$ cat src/pkg/load16_regs.svh
`ifndef LOAD16_REGS_SVH
`define LOAD16_REGS_SVH
// Opcode and prefix bytes
`define OPC_PREFIX_SECOND 8'h18
`define OPC_PREFIX_FIRST_ON_SECOND 8'h1a
`define OPC_PREFIX_SECOND_ON_FIRST 8'hcd
`define OPC_D_IMM 8'hcc
`define OPC_D_DIR 8'hdc
`define OPC_D_IND 8'hec
`define OPC_D_EXT 8'hfc
`define OPC_S_IMM 8'h8e
`define OPC_S_DIR 8'h9e
`define OPC_S_IND 8'hae
`define OPC_S_EXT 8'hbe
`define OPC_X_IMM 8'hce
`define OPC_X_DIR 8'hde
`define OPC_X_IND 8'hee
`define OPC_X_EXT 8'hfe
// Dummy cycle address of indexed forms
`define DUMMY_ADDR 16'hffff
// Reset values
`define RESET_PC 16'h0000
`define RESET_WORD 16'h0000
`define RESET_CCR 8'h00
// Condition code bit positions
`define CCR_N 3
`define CCR_Z 2
`define CCR_V 1
`endif

$ cat src/pkg/load16_pkg.sv
package load16_pkg;
    typedef enum logic [3:0] {
        ST_FETCH = 4'b0000,
        ST_OPCODE = 4'b0001,
        ST_OPER_HI = 4'b0010,
        ST_OPER_LO = 4'b0011,
        ST_DUMMY = 4'b0100,
        ST_DATA_HI = 4'b0101,
        ST_DATA_LO = 4'b0110
    } phase_t;
    typedef enum logic [1:0] {
        DST_D = 2'b00,
        DST_S = 2'b01,
        DST_X = 2'b10,
        DST_Y = 2'b11
    } dest_t;
    typedef enum logic [2:0] {
        MODE_IMM = 3'b000,
        MODE_DIR = 3'b001,
        MODE_EXT = 3'b010,
        MODE_INDX = 3'b011,
        MODE_INDY = 3'b100
    } mode_t;
    typedef struct packed {
        logic [15:0] addr;
        logic read;
    } bus_t;
    typedef struct packed {
        logic [7:0] accumulator_a;
        logic [7:0] accumulator_b;
        logic [15:0] stack_pointer;
        logic [15:0] first_index;
        logic [15:0] second_index;
        logic [7:0] ccr;
    } regs_t;
    typedef struct packed {
        phase_t phase;
        logic [1:0] page;
        dest_t dest;
        mode_t mode;
        logic [15:0] pc;
        logic [15:0] ea;
        logic [7:0] hi;
        regs_t regs;
        bus_t bus;
        logic done;
        logic illegal;
    } state_t;
endpackage : load16_pkg

$ cat src/rtl/sixteen_bit_load_execution.sv
`timescale 1ns/10ps
`include "load16_regs.svh"
// What this block does
// (RULE_01) Double-accumulator opcodes, modes and cycle counts
// (RULE_02) Stack-pointer opcodes, same cycle counts
// (RULE_03) First-index opcodes, CD prefix for second-indexed
// (RULE_04) Second-index opcodes under 18 and 1A
// (RULE_05) Stack pointer: high from EA, low EA+1
// (RULE_06) First index: high then low, consecutive reads
// (RULE_07) Second index bytes; indexed forms dummy-read FFFF
// (RULE_08) N from bit 15, Z on zero, V cleared
// (RULE_09) Accumulator A from EA, B from EA+1
// (RULE_10) Indexed EA: index plus unsigned offset byte
module sixteen_bit_load_execution (
    // Clock and reset
    input wire logic CLOCK,
    input wire logic NRST,
    // Memory bus, one read per cycle
    output load16_pkg::bus_t BUS,
    input wire logic [7:0] RDATA,
    // Programmer state
    output load16_pkg::regs_t REGS,
    // Status
    output logic DONE,
    output logic ILLEGAL
);
    import load16_pkg::*;

    state_t s;
    state_t next_s;
    logic [7:0] op;
    logic [15:0] word;
    logic [15:0] index;
    logic [15:0] word_last;

    assign BUS = s.bus;
    assign REGS = s.regs;
    assign DONE = s.done;
    assign ILLEGAL = s.illegal;
    assign op = RDATA;
    assign word = {s.hi, RDATA};
    assign index = (s.mode == MODE_INDY) ? s.regs.second_index
                                          : s.regs.first_index;

    always_comb begin
        next_s = s;
        next_s.done = 1'b0;
        next_s.illegal = 1'b0;
        next_s.bus.read = 1'b1;
        unique case (s.phase)
            ST_FETCH: begin
                // Bus shows the opcode (or prefix) address this cycle
                next_s.page = 2'd0;
                next_s.pc = s.pc + 16'h0001;
                next_s.bus.addr = s.pc + 16'h0001;
                next_s.phase = ST_OPCODE;
                if (op == `OPC_PREFIX_SECOND) begin
                    next_s.page = 2'd1; // RULE_04
                end else if (op == `OPC_PREFIX_FIRST_ON_SECOND) begin
                    next_s.page = 2'd2; // RULE_04
                end else if (op == `OPC_PREFIX_SECOND_ON_FIRST) begin
                    next_s.page = 2'd3; // RULE_03
                end else begin
                    next_s.phase = ST_OPCODE;
                    next_s.page = 2'd0;
                end
                if (op != `OPC_PREFIX_SECOND
                    && op != `OPC_PREFIX_FIRST_ON_SECOND
                    && op != `OPC_PREFIX_SECOND_ON_FIRST) begin
                    // Unprefixed opcode: decode now, same cycle
                    next_s.phase = ST_OPER_HI;
                    next_s.mode = MODE_IMM;
                    next_s.dest = DST_D;
                    unique case (op)
                        `OPC_D_IMM: next_s.mode = MODE_IMM; // RULE_01
                        `OPC_D_DIR: next_s.mode = MODE_DIR; // RULE_01
                        `OPC_D_EXT: next_s.mode = MODE_EXT; // RULE_01
                        `OPC_D_IND: next_s.mode = MODE_INDX; // RULE_01
                        `OPC_S_IMM, `OPC_S_DIR, `OPC_S_EXT,
                        `OPC_S_IND: next_s.dest = DST_S; // RULE_02
                        `OPC_X_IMM, `OPC_X_DIR, `OPC_X_EXT,
                        `OPC_X_IND: next_s.dest = DST_X; // RULE_03
                        default: begin
                            next_s.phase = ST_FETCH;
                            next_s.illegal = 1'b1;
                        end
                    endcase
                    if (op[5:4] == 2'b01) next_s.mode = MODE_DIR;
                    if (op[5:4] == 2'b11) next_s.mode = MODE_EXT;
                    if (op[5:4] == 2'b10) next_s.mode = MODE_INDX;
                    if (op[5:4] == 2'b00) next_s.mode = MODE_IMM;
                end
            end
            ST_OPCODE: begin
                // Second byte after a prefix
                next_s.pc = s.pc + 16'h0001;
                next_s.bus.addr = s.pc + 16'h0001;
                next_s.phase = ST_OPER_HI;
                next_s.mode = MODE_INDY;
                next_s.dest = DST_Y;
                if (s.page == 2'd1 && op == `OPC_D_IND) begin
                    next_s.dest = DST_D; // RULE_01
                end else if (s.page == 2'd1 && op == `OPC_S_IND) begin
                    next_s.dest = DST_S; // RULE_02
                end else if (s.page == 2'd1 && op == `OPC_X_IMM) begin
                    next_s.mode = MODE_IMM; // RULE_04
                end else if (s.page == 2'd1 && op == `OPC_X_DIR) begin
                    next_s.mode = MODE_DIR; // RULE_04
                end else if (s.page == 2'd1 && op == `OPC_X_EXT) begin
                    next_s.mode = MODE_EXT; // RULE_04
                end else if (s.page == 2'd1 && op == `OPC_X_IND) begin
                    next_s.mode = MODE_INDY; // RULE_04
                end else if (s.page == 2'd2 && op == `OPC_X_IND) begin
                    next_s.mode = MODE_INDX; // RULE_04
                end else if (s.page == 2'd3 && op == `OPC_X_IND) begin
                    next_s.dest = DST_X; // RULE_03
                end else begin
                    next_s.phase = ST_FETCH;
                    next_s.illegal = 1'b1;
                end
            end
            ST_OPER_HI: begin
                // First operand byte: jj, dd, hh or ff
                next_s.pc = s.pc + 16'h0001;
                next_s.hi = RDATA;
                unique case (s.mode)
                    MODE_IMM: begin
                        next_s.bus.addr = s.pc + 16'h0001;
                        next_s.phase = ST_DATA_LO;
                        next_s.ea = s.pc;
                    end
                    MODE_DIR: begin
                        // One operand byte: the last data step moves past it
                        next_s.pc = s.pc;
                        next_s.ea = {8'h00, RDATA};
                        next_s.bus.addr = {8'h00, RDATA}; // RULE_01
                        next_s.phase = ST_DATA_HI;
                    end
                    MODE_EXT: begin
                        next_s.bus.addr = s.pc + 16'h0001;
                        next_s.phase = ST_OPER_LO;
                    end
                    default: begin
                        // Adder runs in this cycle, with the offset read; the dummy cycle only reads FFFF
                        next_s.ea = index + {8'h00, RDATA}; // RULE_10
                        next_s.bus.addr = `DUMMY_ADDR; // RULE_07
                        next_s.phase = ST_DUMMY;
                        next_s.pc = s.pc;
                    end
                endcase
            end
            ST_OPER_LO: begin
                next_s.ea = word;
                next_s.bus.addr = word;
                next_s.phase = ST_DATA_HI;
            end
            ST_DUMMY: begin
                next_s.bus.addr = s.ea;
                next_s.phase = ST_DATA_HI;
            end
            ST_DATA_HI: begin
                next_s.hi = RDATA;
                next_s.bus.addr = s.ea + 16'h0001; // RULE_06
                next_s.phase = ST_DATA_LO;
            end
            ST_DATA_LO: begin
                next_s.phase = ST_FETCH;
                next_s.bus.addr = s.pc + 16'h0001;
                next_s.pc = s.pc + 16'h0001;
                next_s.done = 1'b1;
                unique case (s.dest)
                    DST_D: begin
                        next_s.regs.accumulator_a = s.hi; // RULE_09
                        next_s.regs.accumulator_b = RDATA; // RULE_09
                    end
                    DST_S: next_s.regs.stack_pointer = word; // RULE_05
                    DST_X: next_s.regs.first_index = word; // RULE_06
                    DST_Y: next_s.regs.second_index = word; // RULE_07
                endcase
                next_s.regs.ccr[`CCR_N] = word[15]; // RULE_08
                next_s.regs.ccr[`CCR_Z] = (word == 16'h0000); // RULE_08
                next_s.regs.ccr[`CCR_V] = 1'b0; // RULE_08
            end
            default: begin
                next_s.phase = ST_FETCH;
            end
        endcase
    end

    always_ff @(posedge CLOCK or negedge NRST) begin
        if (!NRST) begin
            s <= '0;
            // Strobe high out of reset so the first fetch is a real read
            s.bus.read <= 1'b1;
        end else begin
            s <= next_s;
        end
    end

    always_ff @(posedge CLOCK or negedge NRST) begin
        if (!NRST) word_last <= 16'h0000;
        else if (s.phase == ST_DATA_LO) word_last <= word;
    end
endmodule : sixteen_bit_load_execution

$ cat config.mk
export PLATFORM = sky130hd
export DESIGN_NAME = sixteen_bit_load_execution
export DESIGN_NICKNAME = d
export VERILOG_FILES = /design/src/pkg/load16_pkg.sv /design/src/rtl/sixteen_bit_load_execution.sv
export VERILOG_INCLUDE_DIRS = /design/src /design/src/pkg
export SDC_FILE = /design/constraint.sdc
export NUM_CORES = 1
export LEC_CHECK = 0
export ABC_AREA = 0
export BUFFER_PORTS_ARGS = -buffer_cell sky130_fd_sc_hd__buf_2
export CORE_UTILIZATION = 45
export CTS_BUF_LIST = sky130_fd_sc_hd__clkbuf_8
export DETAILED_ROUTE_END_ITERATION = 10
export GPL_ROUTABILITY_DRIVEN = 1
export GPL_TIMING_DRIVEN = 0
export PLACE_DENSITY = 0.75
export SLEW_MARGIN = 10
export SYNTH_ARGS = -nofsm -noshare
export SYNTH_HDL_FRONTEND = slang
export SYNTH_SLANG_ARGS = --single-unit
$ cat constraint.sdc
create_clock -name CLOCK -period 4.1 [get_ports CLOCK]
set_input_delay 0.82 -clock CLOCK [delete_from_list [all_inputs] [get_ports CLOCK]]
set_output_delay 0.82 -clock CLOCK [all_outputs]
set_load 0.05 [all_outputs]
; ---- After elaboration in Yosys (flattened, before gate mapping)
; Cells that the tools add are included.
[word_totals]
elab_cells = 148
output_inout_bits = 91
ff_bits = 135
inputBits = 10
mem_bits_ro = 0
ramBits = 0
n_memories = 0
latch_bits = 0
[op_classes]
bitwise_logic = 0
multipliers = 0
n_eq_ne = 39
n_mux = 57
order_cmp = 0
n_shift = 0
addsub = 3
n_div = 0
n_reduce_logical = 33
[op_table]
columns = operator, n
row1 = "8-bit equality test, second input constant", 13
row2 = 16-bit case mux with 2 select lines, 3
row3 = 16-bit case mux with 5 select lines, 1
row4 = 16-bit case mux with 3 select lines, 1
row5 = 3-bit 2-to-1 mux, 11
row6 = "16-bit by 1-bit adder with 16-bit output, second input constant", 2
row7 = 16-bit 2-to-1 mux, 2
row8 = 4-bit 2-to-1 mux, 7
row9 = 4-bit case mux with 5 select lines, 1
row10 = 1-bit 2-to-1 mux, 17
row11 = 16-bit by 8-bit adder with 16-bit output, 1
row12 = "8-bit by 5-bit equality test with 1-bit output, second input constant", 2
row13 = 16-bit logical NOT, 1
row14 = 2-bit 2-to-1 mux, 8
row15 = "8-bit by 5-bit != test with 1-bit output, second input constant", 2
row16 = 2-bit AND reduction, 7
row17 = "2-bit equality test, second input constant", 6
row18 = "4-bit by 3-bit equality test with 1-bit output, second input constant", 3
row19 = 12-bit OR reduction, 1
row20 = 1-bit logical AND, 10
row21 = 5-bit case mux with 2 select lines, 1
row22 = 3-bit case mux with 3 select lines, 1
row23 = "4-bit by 2-bit equality test with 1-bit output, second input constant", 2
row24 = "8-bit != test, second input constant", 1
row25 = 18 further kinds, 28

; ---- Longest topological paths before layout
; Gate-level depths: netlist of run 1.
[depth]
ltp_word = 11
depth_mapped = 13
depth_no_buf = 10

; ---- Worst setup path after synthesis of run 1
; Ideal clock, no wire load.
[synth_timing]
path_type = flip-flop to flip-flop
startpoint = register s[132] (netlist name)
endpoint = register s[108] (netlist name)
t_required_ns = 4.020
stages_incl_launch_ff = 13
period_less_slack_ns = 3.233
path_buffers = 3
arrival_time_ns = 3.152
slack_ns = 0.867
setup_time_ns = 0.080
cell_sequence = dfrtp_1 -> buf_2 -> nor3b_4 -> buf_4 -> buf_2 -> mux2_2 -> ha_1 -> nand2_2 -> o311ai_4 -> o22ai_2 -> or3_1 -> a211o_1 -> o211ai_2
[synth_via]
elab_chain_cells = 5
word_cells_on_any_way = 10
cone_classes = add/sub: 1 / eq/ne: 4 / mux: 3 / reduce/logical: 2
[synth_lines]
columns = item, line_no
row1 = "start, declared", sixteen_bit_load_execution.sv:29  ; state_t s;
row2 = "start signal, assigned", sixteen_bit_load_execution.sv:196  ; s <= next_s;
row3 = 3-bit equality test, sixteen_bit_load_execution.sv:42  ; assign index = (s.mode == MODE_INDY) ? s.regs.second_index
row4 = 16-bit 2-to-1 mux, sixteen_bit_load_execution.sv:42
row5 = 16-bit by 8-bit adder with 16-bit output, sixteen_bit_load_execution.sv:145  ; next_s.ea = index + {8'h00, RDATA};
row6 = 16-bit case mux with 3 select lines, sixteen_bit_load_execution.sv:126  ; unique case (s.mode)
row7 = 16-bit case mux with 2 select lines, sixteen_bit_load_execution.sv:50  ; unique case (s.phase)
; Parallel ways exist; a longest one is shown, timed or not.
; A chain may end at the register's enable or synchronous reset.

; ---- Worst setup path after layout of run 1
[layout_timing]
startpoint = register s[133] (netlist name)
endpoint = register s[111] (netlist name)
; Same word-level chain as after synthesis.

==> results of run 1 <==
-- metrics by stage --
step / setup WS, ps / instances / area (um2)
final: 405 / 1241 / 9720
after global routing: 168 / 1241 / 9720
after global placement: 325 / 1206 / 9270
after CTS: 239 / 1239 / 9710
after detailed placement: 268 / 1207 / 9300
after floorplan: 867 / 884 / 8510
-- registers in the layout, summed over array words and instances, names as in the netlist --
register	count
BUS	16
DONE	1
REGS	66
ILLEGAL	1
s	50
-- power by group through the flow --
stage	logic [mW]	registers [mW]	clock network [mW]
after floorplan	3.66	2.20	0
after detailed placement	4.55	2.40	0
after global placement	4.50	2.38	0
after global routing	4.93	2.45	1.24
final	4.61	2.39	1.16
after CTS	4.57	2.37	1.18
-- layer usage --
metal / GRT usage [%] / vias to the layer above
met1: 35.3 / 3398
met5: 0 / -
li1: - / 3278
met4: 8.07 / 0
met3: 4.37 / 35
met2: 38.7 / 299
-- cell type report --
cell class                      count  share of cell area (%)
Clock inverter                     14                    1.66
Sequential cell                   134                    34.5
Tap cell                          229                    2.95
Buffer                            144                    9.62
Clock buffer                       18                    2.55
Timing Repair Buffer               96                    5.29
Inverter                           15                   0.579
Multi-Input combinational cell    591                    42.9
-- final timing paths --
path | startpoint | endpoint | slack [ps] | cells after the start
max | s[133]$_DFFE_PN0P_ | s[111]$_DFFE_PN0P_ | 410 | 13
min | NRST | s[138]$_DFF_PN0_ | 320 | 1
max reg2reg | s[133]$_DFFE_PN0P_ | s[111]$_DFFE_PN0P_ | 410 | 13
min reg2reg | BUS[1]$_DFFE_PN0P_ | BUS[1]$_DFFE_PN0P_ | 480 | 2
max in group asynchronous | NRST | REGS[48]$_DFFE_PN0P_ | 2990 | 2
min in group CLOCK | BUS[1]$_DFFE_PN0P_ | BUS[1]$_DFFE_PN0P_ | 480 | 2
-- worst max-delay path, cell delays in order, from the launching register on --
cell,delay (ps)
dfrtp_1,320
buf_2,230
nor3b_4,330
buf_4,240
buf_2,300
mux2_2,390
ha_1,210
fa_1,400
a21oi_1,220
o21ai_0,160
o22ai_1,370
nor3_1,130
xor2_1,180
o21ai_1,70
-- placed cells by master, fill, tap and decap left out, types with 4 or more instances in the layout --
cell	instances
o21ai_0	58
o21ai_1	11
or3_1	4
clkbuf_8	18
o221a_1	4
o22ai_1	7
nor3_1	17
dfrtp_1	134
a22o_1	10
mux2i_1	10
and3_1	11
o31ai_1	4
nand3_1	30
buf_2	111
buf_4	99
conb_1	7
mux2_1	15
ha_1	15
inv_1	13
nor2_4	5
inv_6	7
nand2_1	59
mux2_2	56
nand4_1	10
xor2_1	25
xnor2_1	33
a221oi_1	9
a21oi_1	47
nand2b_1	7
nor2_1	57
clkbuf_1	24
-- kinds of logic after synthesis --
group / Yosys count
other: 2
flip-flops: 134
buffers and inverters: 159
AO/OA/AOI/OAI: 203
XOR/XNOR: 58
AND/OR/NAND/NOR: 226
multiplexers: 81
adder cells (fa/ha/maj): 16
-- repair_timing --
action / CTS / global route
endpoints found under the setup margin: 0 / 1
buffers inserted: 0 / 2
hold buffers: 0 / 0
==> metrics.md, run 1 <==
| Metric | Value |
|---|---|
| Result of the run | `finished clean` |
| Most frequent cell after synthesis | `dfrtp_1` |
| Setup CP Type | `register to register` |
| Core Footprint | `18,200 um2` |
| Endpoint class of the critical path | `register` |
| Switching part of the total power | `49.7%` |
| Internal power of the cells | `4.10 mW` |
| Arrival time at the worst endpoint | `4030 ps` |
| Cell type with the highest aggregate area in the netlist | `dfrtp_1` |
| CTS buffer count | `17` |
| DR WL/cell | `18.9 um` |
| Max-cap violation count | `0` |
| Starting utilization of the core area | `a little under half` |
| Synthesized netlist cell count | `879` |
| Overall via count from detail_route | `7,010` |
| Area growth syn-to-layout | `14.5%` |
| Buffer cell driving the clock tree root | `clkbuf_8` |
| Maximum fanout along the worst path | `10` |
| Hold WS | `~320 ps` |
| Met3 wire len | `1.79 mm` |
| Share of synthesized area occupied by flip-flops and latches | `39.5%` |
| Fin. max-slew vios | `0` |
| Site row count | `49` |
| Antenna violations before repair | `0` |
| Detailed Routing Iterations Pass 1 | `6` |
| Clock slew at the register clock pins of the worst setup and hold paths | `90 ps` |
| Wire length of the first global-routing pass | `~38 mm` |
| Number of global-route vias before repair | `~6,700` |
| Insertion delay of the later-clocked pin in the worst-skew pair | `460 ps` |
| Power density relative to cell area | `839 nW/um2` |
| Period utilisation layout | `90.1%` |
| Dominant synthesized flop cell | `dfrtp_1` |
| Combinational family with the most area after synthesis | `compound AO/OA/AOI/OAI gates` |
| Number of input and output port buffers inserted | `between 90 and 100` |
| Clock tree buffer depth | `2` |
| Post-layout util | `53.4%` |
| Sum of internal, switching and leakage power | `8.16 mW` |
| Relative slew margins | `about half` |
| Die area | `19,400 um2` |
| Number of warning messages in the yosys log | `0` |
| Residual DRC | `0` |
| Net switching power of the design | `4.06 mW` |
| Post-synthesis simple-gate area fraction | `13.8%` |
| Sequential power share | `slightly below 30%` |
| Xor-xnor portion of the synthesized cell area | `5.98%` |
| Distinct cell type count of the synthesized netlist | `77` |
| Endpoints failing setup | `0` |
| Routed wire length on met2 | `10.7 mm` |
| Fmax | `271 MHz` |
| Setup repair after global routing missed its margin | `no` |
| Post-synthesis mux area share | `10.6%` |
| Count of state elements after synthesis | `roughly 130` |
| Comb pwr share | `around 56%` |
| Shortest period the worst path allows | `3690 ps` |
| Total congestion overflow | `0` |
| Sum of routed wire segments on met1 | `about 11 mm` |
| Average cell area after synthesis | `9.67 um2` |
| Share of final-layout standard cells stronger than drive strength 1 | `about 33%` |
| Clock tree from TritonCTS | `built` |
| Min-delay worst type | `input pin to asynchronous set/reset pin` |
| Top layer used by detailed routing | `met4` |
| Async set-reset flop share out of synthesis | `between 90% and 100%` |
| Clk sinks | `134` |
| Main area contributors after synthesis | `dfrtp_1 (39%), buf_4 (8.6%), mux2_2 (7.4%)` |
| Gpl congestion | `a little over 0.9` |
| Fraction of post-synthesis cell area in the top cell type by area | `39.5%` |
| Most used standard cells in the synthesized netlist | `dfrtp_1 (134), buf_4 (97), nand2_1 (59)` |
| Drt via density | `approximately 5.6` |
| Clock power share | `between 10% and 20%` |
| Number of flops mapped to enable cells by yosys | `0` |
| Number of gates given a new drive strength after cts | `0` |
| Pin count of the biggest net entering global routing | `81` |
| Top-level port count | `between 100 and 150` |
| Post-route antenna net violation count | `0` |
| Flip-flop and latch area | `3350 um2` |
| Required time at the worst-slack endpoint | `4430 ps` |
| Drt initial violations | `~670` |
| Floorplan die height | `between 100 and 150 um` |
| Post-Syn Area | `8500 um2` |
| Overall routing resource usage | `25.0%` |
| Total number of nets in the final design | `1,025` |
| ANT cells | `0` |
| Aggregate negative setup slack | `0 ps` |
| IR Drop Worst-Case VDD | `~610 uV` |
| Total routed wirelength | `between 20 and 25 mm` |
| Clock tree skew after final layout | `12.9 ps` |
| Die width | `139 um` |
| HPWL after detailed placement | `17.0 mm` |
| Number of H-tree levels | `4` |
| Area taken by multi-input logic gates | `4170 um2` |
| Share of synthesized cell area in full adder, half adder and majority cells | `between 2 and 2.5%` |
| Slew at the pin closest to its max-slew limit | `750 ps` |
| Startpoint class of the critical path | `register` |
| Number of filler instances in the final layout | `roughly 1,600` |
| Hold violation total from the final report | `0` |
| Total leakage power | `4.55 nW` |
| Fraction of the mapped netlist area in compound gates | `16.0%` |
No activity file was read; power rests on OpenSTA's default activity.
==> run 2: changes to the inputs <==
Settings changed: CORE_MARGIN from default to 4, RECOVER_POWER from default to 25.
==> metrics.md, run 2 (synthesized netlist as in run 1, its figures left out) <==
| Metric | Value |
|---|---|
| Result of the run | `finished, violations left` |
| Violated checks | `capacitance limit, slew limit` |
| Clock tree skew after final layout | `19.6 ps` |
| CTS buffer count | `17` |
| Detailed Routing Iterations Pass 1 | `5` |
| Post-route antenna net violation count | `0` |
| Die area | `21,100 um2` |
| Min-delay worst type | `register to register` |
| Number of flip-flops in the largest register | `between 60 and 70` |
| Routed wire length on met2 | `~11 mm` |
| Clock slew at the register clock pins of the worst setup and hold paths | `90 ps` |
| Buffer cell driving the clock tree root | `clkbuf_8` |
| Total leakage power | `4.54 nW` |
| Required time at the worst-slack endpoint | `4450 ps` |
| Setup repair after global routing missed its margin | `no` |
| Reg-to-reg startpoint | `s[133]$_DFFE_PN0P_` |
| Met3 wire len | `roughly 1.7 mm` |
| Critical Path Max Stage Delay | `about 450 ps` |
| Area growth syn-to-layout | `14.0%` |
| Reg-to-Reg End | `s[111]$_DFFE_PN0P_` |
| Drt initial violations | `830` |
| Sum of routed wire segments on met1 | `10.9 mm` |
| Hold violation total from the final report | `0` |
| Total number of nets in the final design | `approximately 1,000` |
| Core Footprint | `roughly 18,000 um2` |
| Overall via count from detail_route | `7,069` |
| CP dominant cell by count | `buf_2` |
| Insertion delay of the later-clocked pin in the worst-skew pair | `470 ps` |
| Hold path startpoint | `BUS[1]$_DFFE_PN0P_` |
| Critical path buffers and inverters | `3` |
| Power density relative to cell area | `roughly 840 nW/um2` |
| Drt via density | `5.71` |
| Arrival time at the worst endpoint | `around 4100 ps` |
| FF-to-FF path depth | `13` |
| IR Drop Worst-Case VDD | `roughly 560 uV` |
| Fmax | `about 260 MHz` |
| Starting utilization of the core area | `46.5%` |
| Clock tree from TritonCTS | `built` |
| Share of final-layout standard cells stronger than drive strength 1 | `32.4%` |
| Aggregate negative setup slack | `0 ps` |
| Setup CP Type | `register to register` |
| Number of H-tree levels | `4` |
| Relative slew margins | `-71.9%` |
| Gpl congestion | `between 0.9 and 1` |
| Die width | `around 150 um` |
| Antenna violations before repair | `0` |
| Worst hold endpoint | `BUS[1]$_DFFE_PN0P_` |
| Area taken by multi-input logic gates | `4170 um2` |
| CP delay by family, top | `compound AO/OA/AOI/OAI gates` |
| Pin count of the biggest net entering global routing | `91` |
| Maximum fanout along the worst path | `10` |
| Site row count | `49` |
| Hold WS | `473 ps` |
| Endpoint class of the critical path | `register` |
| Endpoints failing setup | `0` |
| Top-level port count | `101` |
| Fin. max-slew vios | `45` |
| Commonest non-fill, non-tap cell in the layout | `dfrtp_1` |
| Commonest cells after routing, fill and taps aside | `dfrtp_1 (134), buf_2 (111), buf_4 (97)` |
| Number of input and output port buffers inserted | `93` |
| Slack of the worst reg-to-reg path | `between 300 and 400 ps` |
| Total congestion overflow | `0` |
| CTS Hold Buffers Added | `0` |
| Floorplan die height | `145 um` |
| Residual DRC | `0` |
| Top layer used by detailed routing | `met4` |
| Wire length of the first global-routing pass | `38.5 mm` |
| Cell-by-cell trace of the critical path | `buf_2 -> nor3b_4 -> buf_4 -> buf_2 -> mux2_2 -> ha_1 -> fa_1 -> a21oi_1 -> o21ai_0 -> o22ai_1 -> nor3_1 -> xor2_1 -> o21ai_1` |
| HPWL after detailed placement | `17.4 mm` |
| Overall routing resource usage | `a little under a quarter` |
| ANT cells | `0` |
| Cell type of the slowest stage on the worst timing path | `nor3b_4` |
| Worst Hold Path Cells | `2` |
| Number of gates given a new drive strength after cts | `0` |
| Clock tree buffer depth | `2` |
| Post-CTS setup buffer count | `0` |
| Slew at the pin closest to its max-slew limit | `2580 ps` |
| DR WL/cell | `approximately 19 um` |
| Period utilisation layout | `slightly above 90%` |
| Flip-flop and latch area | `approximately 3400 um2` |
| Number of global-route vias before repair | `about 6,800` |
| Total routed wirelength | `24.1 mm` |
| Number of filler instances in the final layout | `1,708` |
| Max-cap violation count | `1` |
| Clk sinks | `between 100 and 150` |
| Shortest period the worst path allows | `3790 ps` |
| Startpoint class of the critical path | `register` |
==> run 2: layout make-up <==
cell class	instances	share of cell area (%)
clock buffers	17	2.42
plain buffers	144	9.67
flip-flops and latches	134	34.6
clock inverters	15	1.62
inverters	15	0.581
repair buffers	94	5.08
multi-input cells	591	43.1
well taps	229	2.96
==> run 2: stage by stage <==
stage	utilization (%)	std cells	worst slack [ps]	total power [mW]	cell area, um2
final	53.0	1239	305	8.13	9680
after floorplan	-	884	867	5.86	8510
after global routing	53.0	1239	72.2	8.59	9680
after detailed placement	50.9	1207	340	6.97	9300
after CTS	53.0	1239	325	8.09	9690
after global placement	50.7	1206	337	6.90	9270
==> run 2: worst max path at each step <==
stage	cells after the start	from	slack [ps]	end
floorplan	12	s[132]$_DFFE_PN0P_	870	s[108]$_DFFE_PN0P_
finish	13	s[133]$_DFFE_PN0P_	310	s[111]$_DFFE_PN0P_
detailed placement	13	s[133]$_DFFE_PN0P_	340	s[111]$_DFFE_PN0P_
global route	13	s[133]$_DFFE_PN0P_	70	s[111]$_DFFE_PN0P_
global placement	1	NRST	340	REGS[54]$_DFFE_PN0P_
CTS	13	s[133]$_DFFE_PN0P_	320	s[111]$_DFFE_PN0P_
==> run 2: metal layers <==
| metal | up-vias | global-route usage, % |
|---|---|---|
| met4 | 0 | 6.84 |
| met5 | - | 0 |
| met1 | 3418 | 31.8 |
| li1 | 3285 | - |
| met2 | 319 | 35.8 |
| met3 | 47 | 4.11 |
==> run 2: worst register-to-register path, delay by kind of cell (launching register included) <==
family | cells | cell delay, ps
compound gates | 4 | 800
xor+xnor | 1 | 180
fa+ha+maj | 2 | 620
buf+inv | 3 | 790
flops | 1 | 320
mux | 1 | 390
simple gates | 2 | 590
==> run 2: report_power, final <==
group | internal [mW] | total, mW | switching [mW]
clock network | 0.506 | 1.13 | 0.619
logic | 1.69 | 4.61 | 2.92
registers | 1.84 | 2.39 | 0.557
==> run 3: changes to the inputs <==
Settings changed: BUFFER_PORTS_ARGS -buffer_cell sky130_fd_sc_hd__buf_2 to -buffer_cell sky130_fd_sc_hd__buf_4, PLACE_DENSITY 0.75 to 0.6.
==> metrics.md, run 3 (synthesized netlist as in run 1, its figures left out) <==
| Metric | Value |
|---|---|
| Drt via density | `5.51` |
| Reg-to-reg startpoint | `s[133]$_DFFE_PN0P_` |
| Area growth syn-to-layout | `16.5%` |
| Clock tree buffer depth | `2` |
| Number of global-route vias before repair | `between 6,000 and 7,000` |
| Total leakage power | `4.58 nW` |
| Setup CP Type | `register to register` |
| Post-layout util | `roughly 54%` |
| Commonest non-fill, non-tap cell in the layout | `buf_4` |
| Core Footprint | `18,300 um2` |
| Number of H-tree levels | `4` |
| CTS Hold Buffers Added | `0` |
| Floorplan die height | `145 um` |
| Number of flip-flops in the largest register | `66` |
| DR WL/cell | `19.6 um` |
| Setup repair after global routing missed its margin | `no` |
| CP endpoint | `s[111]$_DFFE_PN0P_` |
| Overall via count from detail_route | `6,833` |
| Power density relative to cell area | `around 840 nW/um2` |
| FF-to-FF path depth | `13` |
| Insertion delay of the later-clocked pin in the worst-skew pair | `between 400 and 500 ps` |
| Wire length of the first global-routing pass | `38.7 mm` |
| Total number of nets in the final design | `between 1,000 and 1,500` |
| Residual DRC | `0` |
| Starting utilization of the core area | `46.5%` |
| Antenna violations before repair | `0` |
| Endpoint class of the critical path | `register` |
| Drt initial violations | `~550` |
| Max-cap violation count | `1` |
| Required time at the worst-slack endpoint | `around 4500 ps` |
| Min-delay worst type | `register to register` |
| CTS buffer count | `17` |
| Relative slew margins | `-39.5%` |
| Hold violation total from the final report | `0` |
| Pre-CTS setup slack | `226 ps` |
| Site row count | `49` |
| Maximum fanout along the worst path | `10` |
| Commonest cells after routing, fill and taps aside | `buf_4 (189), dfrtp_1 (134), nand2_1 (59)` |
| Top-level port count | `101` |
| Die width | `145 um` |
| ANT cells | `0` |
| Gpl congestion | `about 0.98` |
| Fmax | `258 MHz` |
| Post-CTS setup buffer count | `0` |
| Detailed Routing Iterations Pass 1 | `5` |
| Number of gates given a new drive strength after cts | `0` |
| Shortest period the worst path allows | `3870 ps` |
| Total routed wirelength | `24.2 mm` |
| Share of final-layout standard cells stronger than drive strength 1 | `32.6%` |
| Pin count of the biggest net entering global routing | `84` |
| Number of filler instances in the final layout | `around 1,700` |
| Startpoint class of the critical path | `register` |
| Slew at the pin closest to its max-slew limit | `between 2000 and 2500 ps` |
| Slack of the worst reg-to-reg path | `about 230 ps` |
| Period utilisation layout | `94.4%` |
| HPWL after detailed placement | `17.4 mm` |
| Overall routing resource usage | `23.0%` |
| Number of input and output port buffers inserted | `93` |
| Buffer cell driving the clock tree root | `clkbuf_8` |
| Endpoints failing setup | `0` |
| Clk sinks | `134` |
| Total congestion overflow | `0` |
| Die area | `approximately 21,000 um2` |
| Aggregate negative setup slack | `0 ps` |
| IR Drop Worst-Case VDD | `505 uV` |
| Result of the run | `finished, violations left` |
| Violated checks | `capacitance limit, slew limit` |
| Reg-to-Reg End | `s[111]$_DFFE_PN0P_` |
| Clock tree from TritonCTS | `built` |
| Clock slew at the register clock pins of the worst setup and hold paths | `100 ps` |
| Source of the critical timing path | `s[133]$_DFFE_PN0P_` |
| Post-route antenna net violation count | `0` |
| Arrival time at the worst endpoint | `between 4000 and 5000 ps` |
| Sum of internal, switching and leakage power | `8.30 mW` |
| Final Worst Setup Slack | `228 ps` |
| Clock tree skew after final layout | `approximately 15 ps` |
| Fin. max-slew vios | `between 80 and 90` |
run 3: cell count changes in the layout (fill, tap and decap cells not counted), sizes merged:
cell	before	now
clkinv	2	6
inv	26	22
buf	213	212
clkbuf	42	43
run 3: per-layer routing:
metal / vias to the layer above / share of wire [%] / track usage [%]
met5: - / 0 / 0
met4: 0 / 1.6 / 5.46
met2: 228 / 45 / 35.2
met3: 31 / 5.9 / 4.92
met1: 3295 / 48 / 33.4
li1: 3279 / - / -
run 3: area by class of cell:
| class | count | area (um2) | area share, % |
|---|---|---|---|
| clock buffer | 17 | 234 | 2.36 |
| buffer | 144 | 936 | 9.45 |
| clock inverter | 15 | 165 | 1.67 |
| multi-input combinational | 591 | 4170 | 42.1 |
| tap | 229 | 287 | 2.89 |
| timing repair buffer | 94 | 701 | 7.08 |
| inverter | 15 | 56.3 | 0.569 |
| sequential | 134 | 3350 | 33.9 |
run 3: worst max-delay path, stage by stage, from the launching register on:
cell and delay, ps:
dfrtp_1 330, buf_2 240, nor3b_4 460, buf_4 270, buf_2 300, mux2_2 390, ha_1 210, fa_1 410
a21oi_1 200, o21ai_0 150, o22ai_1 410, nor3_1 130, xor2_1 180, o21ai_1 110
run 3: through the flow:
step	std cells	area (um2)	hold slack, ps
floorplan	884	8510	440
global placement	1206	9500	456
detailed placement	1207	9530	464
CTS	1239	9930	435
global route	1239	9900	515
finish	1239	9900	476
run 3: worst min-delay path by stage:
stage          slack, ps                 from  cells past startpoint                   to
6_report             480   BUS[1]$_DFFE_PN0P_                      2   BUS[1]$_DFFE_PN0P_
3_5_place_dp         460   BUS[1]$_DFFE_PN0P_                      2   BUS[1]$_DFFE_PN0P_
4_1_cts              440                 NRST                      1   BUS[5]$_DFFE_PN0P_
5_1_grt              510  REGS[3]$_DFFE_PN0P_                      2  REGS[3]$_DFFE_PN0P_
3_3_place_gp         460   BUS[1]$_DFFE_PN0P_                      2   BUS[1]$_DFFE_PN0P_
2_1_floorplan        440   BUS[1]$_DFFE_PN0P_                      2   BUS[1]$_DFFE_PN0P_
run 3: power by group:
group	switching [mW]	internal [mW]
clock network	0.622	0.508
registers	0.535	1.84
logic	2.93	1.88
